[src/rtl/pmr_pkg.sv]
// Package for the power management and reset controller: offsets of the
// configuration registers, field positions, reset values and cycle counts.
// Assumes a single 250 MHz system clock feeding every module.
`default_nettype none
package pmr_pkg;
   // System clock period and reset pulse limits in their own units
   localparam int CLK_PERIOD_NS        = 4;
   localparam int RESET_PULSE_MIN_NS   = 700000;
   localparam int RESET_PULSE_MAX_NS   = 2000000;
   // Least time rounds up, longest rounds down
   localparam int RESET_PULSE_CYCLES   = (RESET_PULSE_MIN_NS + CLK_PERIOD_NS - 1) / CLK_PERIOD_NS;
   localparam int RESET_PULSE_MAX_CYC  = RESET_PULSE_MAX_NS / CLK_PERIOD_NS;
   localparam int RST_CNT_W            = 19;

   // Configuration register indices on the write port
   localparam logic [1:0] CFG_IDX_LEVEL     = 2'h0;
   localparam logic [1:0] CFG_IDX_MODE      = 2'h1;
   localparam logic [1:0] CFG_IDX_RATE_LOW  = 2'h2;
   localparam logic [1:0] CFG_IDX_RATE_HIGH = 2'h3;

   // Field positions
   localparam int LVL_SEL_LSB         = 0;
   localparam int MODE_RX_POLICY_BIT  = 0;
   localparam int MODE_BYPASS_BIT     = 1;
   localparam int RATE_FRAC_EN_BIT    = 7;
   localparam int RATE_WORD_W         = 15;

   // Values after reset
   localparam logic [7:0] CFG_LEVEL_RST     = 8'h04;
   localparam logic [7:0] CFG_MODE_RST      = 8'h00;
   localparam logic [7:0] CFG_RATE_LOW_RST  = 8'h00;
   localparam logic [7:0] CFG_RATE_HIGH_RST = 8'h00;

   // Converter level coding
   localparam logic [2:0]  LVL_CODE_1V4 = 3'h3;
   localparam logic [10:0] LVL_BASE_MV  = 11'h44C;
   localparam logic [10:0] LVL_STEP_MV  = 11'h064;

   // Fixed divider length
   localparam logic [1:0] DIV4_LAST = 2'h3;

   typedef enum logic [1:0] {PMR_ST_OFF, PMR_ST_PULSE, PMR_ST_RUN} pmr_rst_state_t;

   // Level code to millivolts; code zero requests no level
   function automatic logic [10:0] pmr_level_mv(input logic [2:0] code);
      logic [10:0] mv;
      mv = (code == 3'h0) ? 11'h000 : 11'(LVL_BASE_MV + LVL_STEP_MV * 11'(code));
      return mv;
   endfunction
endpackage
`default_nettype wire

[src/rtl/pmr_reset_gen.sv]
// Internal reset sequencer: timed pulse after supply good or shutdown release,
// plus a one-cycle partial reset on the soft command.
// Assumes supply_ok and shutdown are already synchronised.
`default_nettype none
module pmr_reset_gen #(
   parameter int RESET_CYCLES = pmr_pkg::RESET_PULSE_CYCLES
) (
   input  wire logic clk,
   input  wire logic nrst,
   input  wire logic supply_ok,
   input  wire logic shutdown,
   input  wire logic soft_cmd,
   output logic      reset_n_r,
   output logic      partial_n_r
);
   import pmr_pkg::*;
   localparam logic [RST_CNT_W-1:0] CNT_LAST = RST_CNT_W'(RESET_CYCLES - 1);

   pmr_rst_state_t       state_r, state_nxt;
   logic [RST_CNT_W-1:0] cnt_r,   cnt_nxt;
   logic                 reset_n_nxt, partial_n_nxt;
   logic                 off_req;

   // Sequencer next state; supply loss or shutdown always wins
   always_comb begin
      off_req       = !supply_ok || shutdown;
      state_nxt     = state_r;
      cnt_nxt       = cnt_r;
      unique case (state_r)
         PMR_ST_OFF: begin
            cnt_nxt = '0;
            if (!off_req) state_nxt = PMR_ST_PULSE;
         end
         PMR_ST_PULSE: begin
            cnt_nxt = cnt_r + 1'b1;
            if (off_req) state_nxt = PMR_ST_OFF;
            else if (cnt_r == CNT_LAST) state_nxt = PMR_ST_RUN;
         end
         PMR_ST_RUN: begin
            if (off_req) state_nxt = PMR_ST_OFF;
         end
      endcase
      // Release taken from the next state so reset_n_r and state_r change on the same edge
      reset_n_nxt   = (state_nxt == PMR_ST_RUN);
      partial_n_nxt = !(soft_cmd && state_r == PMR_ST_RUN);
   end

   always_ff @(posedge clk or negedge nrst) begin
      if (!nrst) begin
         state_r     <= PMR_ST_OFF;
         cnt_r       <= '0;
         reset_n_r   <= 1'b0;
         partial_n_r <= 1'b1;
      end else begin
         state_r     <= state_nxt;
         cnt_r       <= cnt_nxt;
         reset_n_r   <= reset_n_nxt;
         partial_n_r <= partial_n_nxt;
      end
   end
endmodule
`default_nettype wire

[src/rtl/pmr_sw_clk.sv]
// Converter switching clock: fixed divide by four or fractional phase
// accumulator, both stepped by the digital-domain enable.
// Assumes dig_en is a one-cycle pulse on the system clock.
`default_nettype none
module pmr_sw_clk (
   input  wire logic                            clk,
   input  wire logic                            nrst,
   input  wire logic                            run,
   input  wire logic                            dig_en,
   input  wire logic                            frac_en,
   input  wire logic [pmr_pkg::RATE_WORD_W-1:0] rate_word,
   output logic                                 sw_clk_r
);
   import pmr_pkg::*;

   logic [1:0]             div_r,  div_nxt;
   logic [RATE_WORD_W-1:0] acc_r,  acc_nxt;
   logic                   sw_nxt;

   // Both dividers step on the digital tick; held at zero out of run
   always_comb begin
      div_nxt = div_r;
      acc_nxt = acc_r;
      if (!run) begin
         div_nxt = '0;
         acc_nxt = '0;
      end else if (dig_en) begin
         div_nxt = div_r + 1'b1;
         acc_nxt = acc_r + rate_word;
      end
      // Accumulator MSB runs at word * f_dig / 2^15
      sw_nxt = frac_en ? acc_r[RATE_WORD_W-1] : div_r[1];
   end

   always_ff @(posedge clk or negedge nrst) begin
      if (!nrst) begin
         div_r    <= '0;
         acc_r    <= '0;
         sw_clk_r <= 1'b0;
      end else begin
         div_r    <= div_nxt;
         acc_r    <= acc_nxt;
         sw_clk_r <= sw_nxt;
      end
   end
endmodule
`default_nettype wire

[src/rtl/pmr_power_reset_ctrl.sv]
// Top of the power management and reset controller: configuration holding
// registers, converter level and bypass selection, switching clock, internal
// reset and I/O gating. Assumes host writes arrive on SYS_CLK; pins are async.
//
// Behaviour
// - Level codes 1..7 select 1.2 V to 1.8 V in 0.1 V steps.
// - Policy bit set forces 1.4 V in receive; clear uses programmed level.
// - Fractional enable clear: switching clock is digital clock over four.
// - Fractional enable set: rate is word times digital clock over 2^15.
// - Digital clock equals crystal, or half it for the doubled crystals.
// - Divider enable and rate word live in two host-written registers.
// - Bypass field selects isolation mode or low-power regulator bypass.
// - Internal reset pulse lasts about 0.7 to 2 ms after supply good.
// - Every configuration register returns to its default on full reset.
// - Shutdown release with good supply gives the same reset pulse.
// - Internal reset is visible on the first general pin.
// - Soft command gives a partial reset, not the full pulse.
// - Shutdown drives the I/O gating signal which disables digital I/O.
`default_nettype none
module pmr_power_reset_ctrl #(
   parameter int RESET_CYCLES = pmr_pkg::RESET_PULSE_CYCLES
) (
   input  wire logic        SYS_CLK,
   input  wire logic        NRST,
   input  wire logic        SUPPLY_OK,
   input  wire logic        SHUTDOWN_INPUT,
   input  wire logic        XO_DOUBLE,
   input  wire logic        SOFT_PARTIAL_RESET_CMD,
   input  wire logic        RX_ACTIVE,
   input  wire logic        CFG_WE,
   input  wire logic [1:0]  CFG_IDX,
   input  wire logic [7:0]  CFG_WDATA,
   output logic [7:0]       POWER_CFG_LEVEL,
   output logic [7:0]       POWER_CFG_MODE,
   output logic [7:0]       POWER_CFG_RATE_LOW,
   output logic [7:0]       POWER_CFG_RATE_HIGH,
   output logic [2:0]       CONVERTER_LEVEL_SEL,
   output logic [10:0]      CONVERTER_LEVEL_MV,
   output logic             REGULATOR_BYPASS_SEL,
   output logic             DIG_CLK_EN,
   output logic             SWITCH_CLK,
   output logic             INTERNAL_RESET_N,
   output logic             PARTIAL_RESET_N,
   output logic             FIRST_GENERAL_PIN_O,
   output logic             FIRST_GENERAL_PIN_OE,
   output logic             IO_GATING_SIGNAL
);
   import pmr_pkg::*;

   // Pin synchronisers; stage one feeds stage two only
   // Cleared to zero, so supply reads as lost until two edges have passed
   logic [2:0] sync1_r, sync1_nxt;
   logic [2:0] sync2_r, sync2_nxt;
   logic       supply_ok_s, shutdown_s, xo_double_s;

   always_comb begin
      sync1_nxt = {XO_DOUBLE, SHUTDOWN_INPUT, SUPPLY_OK};
      sync2_nxt = sync1_r;
   end

   always_ff @(posedge SYS_CLK or negedge NRST) begin
      if (!NRST) begin
         sync1_r <= 3'h0;
         sync2_r <= 3'h0;
      end else begin
         sync1_r <= sync1_nxt;
         sync2_r <= sync2_nxt;
      end
   end

   assign supply_ok_s = sync2_r[0];
   assign shutdown_s  = sync2_r[1];
   assign xo_double_s = sync2_r[2];

   // Internal reset sequencer
   logic int_reset_n;
   logic partial_n;

   pmr_reset_gen #(
      .RESET_CYCLES (RESET_CYCLES)
   ) u_reset_gen (
      .clk         (SYS_CLK),
      .nrst        (NRST),
      .supply_ok   (supply_ok_s),
      .shutdown    (shutdown_s),
      .soft_cmd    (SOFT_PARTIAL_RESET_CMD),
      .reset_n_r   (int_reset_n),
      .partial_n_r (partial_n)
   );

   // Digital-domain tick: every cycle, or every other with a doubled crystal
   logic dig_phase_r, dig_phase_nxt;
   logic dig_en_nxt;

   always_comb begin
      dig_phase_nxt = xo_double_s ? !dig_phase_r : 1'b0;
      dig_en_nxt    = !xo_double_s || dig_phase_r;
   end

   always_ff @(posedge SYS_CLK or negedge NRST) begin
      if (!NRST) begin
         dig_phase_r <= 1'b0;
         DIG_CLK_EN  <= 1'b0;
      end else begin
         dig_phase_r <= dig_phase_nxt;
         DIG_CLK_EN  <= dig_en_nxt;
      end
   end

   // Configuration registers; writes during reset are dropped, full reset
   // reloads defaults so a shutdown cycle leaves nothing stale
   logic [7:0] lvl_nxt, mode_nxt, rlo_nxt, rhi_nxt;

   always_comb begin
      lvl_nxt  = POWER_CFG_LEVEL;
      mode_nxt = POWER_CFG_MODE;
      rlo_nxt  = POWER_CFG_RATE_LOW;
      rhi_nxt  = POWER_CFG_RATE_HIGH;
      if (!int_reset_n) begin
         lvl_nxt  = CFG_LEVEL_RST;
         mode_nxt = CFG_MODE_RST;
         rlo_nxt  = CFG_RATE_LOW_RST;
         rhi_nxt  = CFG_RATE_HIGH_RST;
      end else if (CFG_WE) begin
         unique case (CFG_IDX)
            CFG_IDX_LEVEL:     lvl_nxt  = CFG_WDATA;
            CFG_IDX_MODE:      mode_nxt = CFG_WDATA;
            CFG_IDX_RATE_LOW:  rlo_nxt  = CFG_WDATA;
            CFG_IDX_RATE_HIGH: rhi_nxt  = CFG_WDATA;
         endcase
      end
   end

   always_ff @(posedge SYS_CLK or negedge NRST) begin
      if (!NRST) begin
         POWER_CFG_LEVEL     <= CFG_LEVEL_RST;
         POWER_CFG_MODE      <= CFG_MODE_RST;
         POWER_CFG_RATE_LOW  <= CFG_RATE_LOW_RST;
         POWER_CFG_RATE_HIGH <= CFG_RATE_HIGH_RST;
      end else begin
         POWER_CFG_LEVEL     <= lvl_nxt;
         POWER_CFG_MODE      <= mode_nxt;
         POWER_CFG_RATE_LOW  <= rlo_nxt;
         POWER_CFG_RATE_HIGH <= rhi_nxt;
      end
   end

   // Field extraction
   logic [2:0]             converter_level_sel;
   logic                   rx_level_policy;
   logic                   regulator_bypass_sel;
   logic                   fractional_divider_en;
   logic [RATE_WORD_W-1:0] switching_rate_word;

   assign converter_level_sel   = POWER_CFG_LEVEL[LVL_SEL_LSB +: 3];
   assign rx_level_policy       = POWER_CFG_MODE[MODE_RX_POLICY_BIT];
   assign regulator_bypass_sel  = POWER_CFG_MODE[MODE_BYPASS_BIT];
   assign fractional_divider_en = POWER_CFG_RATE_HIGH[RATE_FRAC_EN_BIT];
   assign switching_rate_word   = {POWER_CFG_RATE_HIGH[6:0], POWER_CFG_RATE_LOW};

   // Effective converter level; the host keeps isolation-mode levels legal,
   // the block does not clamp them
   logic [2:0]  eff_lvl_nxt;
   logic [10:0] eff_mv_nxt;
   logic        bypass_nxt;

   always_comb begin
      eff_lvl_nxt = (rx_level_policy && RX_ACTIVE) ? LVL_CODE_1V4
                                                   : converter_level_sel;
      eff_mv_nxt  = pmr_level_mv(eff_lvl_nxt);
      bypass_nxt  = regulator_bypass_sel;
   end

   always_ff @(posedge SYS_CLK or negedge NRST) begin
      if (!NRST) begin
         CONVERTER_LEVEL_SEL  <= 3'h0;
         CONVERTER_LEVEL_MV   <= 11'h000;
         REGULATOR_BYPASS_SEL <= 1'b0;
      end else begin
         CONVERTER_LEVEL_SEL  <= eff_lvl_nxt;
         CONVERTER_LEVEL_MV   <= eff_mv_nxt;
         REGULATOR_BYPASS_SEL <= bypass_nxt;
      end
   end

   // Switching clock; soft reset restarts its phase too
   logic sw_run;
   assign sw_run = int_reset_n && partial_n;

   pmr_sw_clk u_sw_clk (
      .clk       (SYS_CLK),
      .nrst      (NRST),
      .run       (sw_run),
      .dig_en    (DIG_CLK_EN),
      .frac_en   (fractional_divider_en),
      .rate_word (switching_rate_word),
      .sw_clk_r  (SWITCH_CLK)
   );

   // Reset, partial reset, pin mirror and I/O gating outputs
   logic gpio_oe_nxt;

   always_comb begin
      gpio_oe_nxt = !shutdown_s;
   end

   always_ff @(posedge SYS_CLK or negedge NRST) begin
      if (!NRST) begin
         INTERNAL_RESET_N     <= 1'b0;
         PARTIAL_RESET_N      <= 1'b1;
         FIRST_GENERAL_PIN_O  <= 1'b0;
         FIRST_GENERAL_PIN_OE <= 1'b0;
         IO_GATING_SIGNAL     <= 1'b1;
      end else begin
         INTERNAL_RESET_N     <= int_reset_n;
         PARTIAL_RESET_N      <= partial_n;
         FIRST_GENERAL_PIN_O  <= int_reset_n;
         FIRST_GENERAL_PIN_OE <= gpio_oe_nxt;
         IO_GATING_SIGNAL     <= shutdown_s;
      end
   end
endmodule
`default_nettype wire

[config.mk]
export PLATFORM = sky130hd
export DESIGN_NAME = pmr_power_reset_ctrl
export DESIGN_NICKNAME = d
export VERILOG_FILES = /design/src/rtl/pmr_pkg.sv /design/src/rtl/pmr_reset_gen.sv /design/src/rtl/pmr_sw_clk.sv /design/src/rtl/pmr_power_reset_ctrl.sv
export SDC_FILE = /design/constraint.sdc
export NUM_CORES = 1
export LEC_CHECK = 0
export BUFFER_PORTS_ARGS = -buffer_cell sky130_fd_sc_hd__buf_4
export CORE_AREA = 2 2 101 103
export CTS_CLUSTER_DIAMETER = 60
export CTS_CLUSTER_SIZE = 16
export DETAILED_ROUTE_END_ITERATION = 10
export DIE_AREA = 0 0 103 105
export GPL_TIMING_DRIVEN = 0
export PLACE_DENSITY = 0.83
export SLEW_MARGIN = 0
export SYNTH_ARGS = -nofsm -noshare
export SYNTH_HDL_FRONTEND = slang
export SYNTH_HIERARCHICAL = 1
export SYNTH_SLANG_ARGS = --single-unit
[constraint.sdc]
create_clock -name SYS_CLK -period 3.7 [get_ports SYS_CLK]
set_input_delay 0.185 -clock SYS_CLK [delete_from_list [all_inputs] [get_ports SYS_CLK]]
set_output_delay 0.185 -clock SYS_CLK [all_outputs]
set_load 0.02 [all_outputs]
=== Word-level counts from Yosys, hierarchy flattened ===
Cells that the tools add are included.

* Reduce and logical (&&, ||, !) cells: 18
* Eq/ne operators: 13
* Multipliers: 1
* Multiplexer cells: 26
* Add/subtract/negate cells: 4

{| class="wikitable"
|+ Operator list
! kind !! number
|-
| 2-to-1 mux 8 bit || 12
|-
| one-hot mux 19 bit (2 select lines) || 1
|-
| 2-to-1 mux 15 bit || 2
|-
| adder 19 x 1 -> 19 bit (second input constant) || 1
|-
| == test 19 x 18 -> 1 bit (second input constant) || 1
|-
| adder 15 bit || 1
|-
| 2-to-1 mux 2 bit || 6
|-
| != test 2 bit (second input constant) || 6
|-
| adder 11 x 10 -> 11 bit (first input constant) || 1
|-
| 2-to-1 mux 11 bit || 1
|-
| == test 2 bit (second input constant) || 4
|-
| multiplier 5 x 3 -> 8 bit (first input constant) || 1
|-
| AND reduction 2 bit || 4
|-
| one-hot mux 2 bit (3 select lines) || 1
|-
| logical NOT 1 bit || 5
|-
| == test 2 x 1 -> 1 bit (second input constant) || 2
|-
| logical NOT 2 bit || 2
|-
| logical AND 1 bit || 3
|-
| logical NOT 3 bit || 1
|-
| 2-to-1 mux 3 bit || 1
|-
| adder 2 x 1 -> 2 bit (second input constant) || 1
|-
| logical OR 1 bit || 2
|-
| 2-to-1 mux 1 bit || 2
|-
| nonzero test 2 bit || 1
|}

* Output and inout bits: 54
* Word-level logic and storage cells: 84
* Bits in registers: 100
* Bits of input ports: 18

=== Longest topological paths before layout ===
* Depth after elaboration: 5
* Mapped depth: 8
* Gate-level depth less buffers: 8

=== Cells and area by module ===
Netlist, hierarchy kept.

{| class="wikitable"
|+ By module, submodules not included
! module !! area an instance (um^2) !! instances !! cells each !! seq. area each (um^2)
|-
| pmr_power_reset_ctrl || 2,402.3 || 1 || 184 || 1,430.1
|-
| pmr_sw_clk || 1,387.6 || 1 || 152 || 450.4
|-
| pmr_reset_gen || 1,363.8 || 1 || 141 || 576.8
|}

=== Worst setup path before layout ===
OpenSTA, ideal clock, no wires.

* Path kind: register to register
* Start: reg POWER_CFG_RATE_LOW[0]
* End: reg u_sw_clk.acc_r[14]
* Buffers on the path: 0
* Arrival: 2,522 ps
* Setup slack: 1,059 ps
* Stages on the path, launching flop included: 9
* Path through: dfrtp_1 -> ha_1 -> fa_1 -> a211oi_1 -> o21ai_2 -> a211oi_2 -> mux2_4 -> or3_1 -> and3_1

* Word-level cells in the longest chain between the ends: 3

{| class="wikitable"
|+ Ends and longest elaborated chain
! item !! RTL line !! text
|-
| from (decl) || pmr_power_reset_ctrl.sv:35 || <nowiki>output logic [7:0] POWER_CFG_RATE_LOW,</nowiki>
|-
| from (signal assigned) || pmr_power_reset_ctrl.sv:143 || <nowiki>POWER_CFG_RATE_LOW <= rlo_nxt;</nowiki>
|-
| adder 15 bit || pmr_sw_clk.sv:29 || <nowiki>acc_nxt = acc_r + rate_word;</nowiki>
|-
| 2-to-1 mux 15 bit || pmr_sw_clk.sv:27 || <nowiki>end else if (dig_en) begin</nowiki>
|-
| 2-to-1 mux 15 bit || pmr_sw_clk.sv:24 || <nowiki>if (!run) begin</nowiki>
|-
| to (signal assigned) || pmr_sw_clk.sv:42 || <nowiki>acc_r <= acc_nxt;</nowiki>
|-
| to (decl) || pmr_sw_clk.sv:17 || <nowiki>logic [RATE_WORD_W-1:0] acc_r, acc_nxt;</nowiki>
|}

No other way between the ends. The select of a mux whose other input is x is not followed.
A chain may end at the register's enable or synchronous reset.

=== Worst setup path after layout ===
Same ends and word-level chain as after synthesis.

==> flow_summary.yaml <==
status:
  status: "completed"
cts:
  clock_tree.root_cell: "clkbuf_8"
  cts_tree: "yes"
  worstSkewPairLatency_ps: 370
  ctsHoldBuffers: 4
  post_cts.repair.setup_buffers: 0
  cts.clk_slew.worst_paths_ps: 100
  htreeDepth: 3
  cts_buffer_depth: 2
  cts_resized: 0
  cts_buffers: 9
  clock-sinks: 98
hold_path:
  hold_path.class: "primary input to async pin"
placement:
  pre_cts_ws_ps: 951
  io_buffers: 69
  post-dp-hpwl_mm: 8.03
  gp_congestion: 0.922
  dp_cells: 680
  place_area_um2: 5840
grt:
  overflow: 0
  grt_pass1_wl_mm: 18.4
  groute.usage.overall: 0.216
  grt_pass1_vias: 3888
  grt_max_degree: 99
  antenna_found_initial: 0
synth:
  synthCells: 477
  synth.avg_cell_area_um2: 10.8
  synth_seq_area_share: 0.477
  async_flop_share: 1.00
  syn_area_um2: 5150
  yosysWarnings: 6
  ys_types: 74
  synth-edff-count: 0
  yosys_register_bits: 98
  ys.flop_type: "dfrtp_1"
cells_and_area:
  insertedDiodeCount: 0
  drive_above_1_share: 0.212
  nNetsFinal: 607
  layout_common_cells: "dfrtp_1 (94), buf_4 (75), mux2i_1 (47)"
  instances_no_fill: 700
  fin_util: 0.637
  area_growth_pct: 19.1
  mostFrequentLayoutCell: "dfrtp_1"
  design_area_um2: 6140
floorplanning:
  die_height_um: 105
  die_area_um2: 10800
  core_area_um2: 9640
  dieWidth_um: 103
  start_util: 0.535
  ios: 72
  rows: 36
timing:
  skew_ps: 18.0
  period_needed_ps: 2770
  min_period_over_period: 0.748
  rsz0062_at_grt: "no"
  postLayoutSetupSlackWorst_ps: 931
  slew_violations: 0
  finalSetupViolCount: 0
  finalHoldViolations: 0
  max-slew-margin-rel: 0.190
  whs_ps: 45.2
  fmax_mhz: 361
  tns_ps: 0
  worstMarginPinSlew_ps: 1220
route:
  drt_first_pass_iters: 5
  first_iter_violations: 197
  wl_per_cell_um: 15.8
  routed-wl-met3_um: 458
  viasPerCell: 5.49
  vias: 3843
  drc: 0
  wl_met2_mm: 5.61
  postRouteAntennaNets: 0
  totalWireLength_mm: 11.1
  met1Wirelength_mm: 4.78
  highest_layer: "met4"
critical_path:
  path_cells: "ha_1 > fa_1 > a211oi_1 > o21ai_2 > a211oi_2 > mux2_4 > or3_1 > and3_1"
  worstSetupPathType: "register to register"
  path_buf_inv: 0
  r2r_cells: 8
  arrival_ps: 3020
  crit_path_start_kind: "register"
  path_depth: 8
  path_max_fanout: 3
  slowest_delay_ps: 440
  cp.required_ps: 3960
  cp_top_family: "compound AO/OA/AOI/OAI gates"
  end_kind: "register"
  slowest_stage: "dfrtp_1"
power:
  sw_frac_of_total: 0.260
  power_frac_clock: 0.381
  max-vdd-ir-drop_v: 0.000248
  p_comb_frac: 0.120
  internal_power_mw: 1.66
  p_per_area_nw_per_um2: 366
  p_sw_mw: 0.583
  p_leak_nw: 2.91
  power_mw: 2.25
  p_seq_frac: 0.499
job:
  cap_violations: 0
## path summary, 6_finish.rpt
kind | startpoint | endpoint | slack [ps]
hold / removal | NRST | REGULATOR_BYPASS_SEL$_DFF_PN0_ | 50
max in group asynchronous | NRST | u_sw_clk/acc_r[3]$_DFFE_PN0P_ | 2860
min in group SYS_CLK | RX_ACTIVE | CONVERTER_LEVEL_SEL[2]$_DFF_PN0_ | 100
hold reg to reg | sync1_r[2]$_DFF_PN0_ | sync2_r[2]$_DFF_PN0_ | 350
setup / recovery | POWER_CFG_RATE_LOW[0]$_DFFE_PN0P_ | u_sw_clk/acc_r[14]$_DFFE_PN0P_ | 930
setup reg to reg | POWER_CFG_RATE_LOW[0]$_DFFE_PN0P_ | u_sw_clk/acc_r[14]$_DFFE_PN0P_ | 930
## layer usage
layer | global-route usage | vias to the layer above
li1 | - | 1862
met1 | 0.279 | 1863
met2 | 0.361 | 98
met3 | 0.0328 | 20
met4 | 0.0808 | 0
met5 | 0 | -
## state kept, by name, indices dropped and copies added, names as in the netlist, 2 cells and up
| register | cells |
|---|---|
| CONVERTER_LEVEL_MV | 9 |
| CONVERTER_LEVEL_SEL | 3 |
| POWER_CFG_LEVEL | 8 |
| POWER_CFG_MODE | 8 |
| POWER_CFG_RATE_HIGH | 8 |
| POWER_CFG_RATE_LOW | 8 |
| sync1_r | 3 |
| sync2_r | 3 |
| u_reset_gen/cnt_r | 19 |
| u_reset_gen/state_r | 2 |
| u_sw_clk/acc_r | 15 |
| u_sw_clk/div_r | 2 |
## synth_stat cells (all sizes together) (9+ instances only)
cell type,count,area [µm²]
nand3,11,60.1
a21oi,23,119
dfrtp,94,2350
nor2b,44,275
o21ai,28,144
mux2i,47,470
clkbuf,11,42.5
nand2,41,156
buf,9,65.1
nor2,16,60.1
nand4,10,75.1
ha,26,325
inv,15,56.3
## power groups by stage
| stage | sequential [mW] | clock [mW] | combinational, mW |
|---|---|---|---|
| 2_1_floorplan | 1.14 | 0 | 0.165 |
| 3_3_place_gp | 1.14 | 0 | 0.247 |
| 3_5_place_dp | 1.14 | 0 | 0.262 |
| 4_1_cts | 1.12 | 0.878 | 0.267 |
| 5_1_grt | 1.12 | 0.921 | 0.305 |
| 6_report | 1.12 | 0.856 | 0.270 |
## cell families (layout without fill, tap and decap cells)
| kind of cell | after synthesis | in the layout | share of synthesized area |
|---|---|---|---|
| fa+ha+maj | 27 | 27 | 0.0670 |
| flops | 98 | 98 | 0.477 |
| other cells | 1 | 2 | 0.000728 |
| mux | 53 | 53 | 0.106 |
| buf+inv | 35 | 124 | 0.0318 |
| simple gates | 163 | 163 | 0.188 |
| xor+xnor | 12 | 12 | 0.0204 |
| compound gates | 88 | 88 | 0.109 |
## final cells by class
class                   count  area [µm²]
clock buffers              10         138
flip-flops and latches     98        2460
multi-input cells         345        2540
well taps                 133         166
fillers                   813        3500
repair buffers             73         558
clock inverters             6         116
plain buffers              20         108
inverters                  15        56.3
No activity file was read; power rests on OpenSTA's default activity.
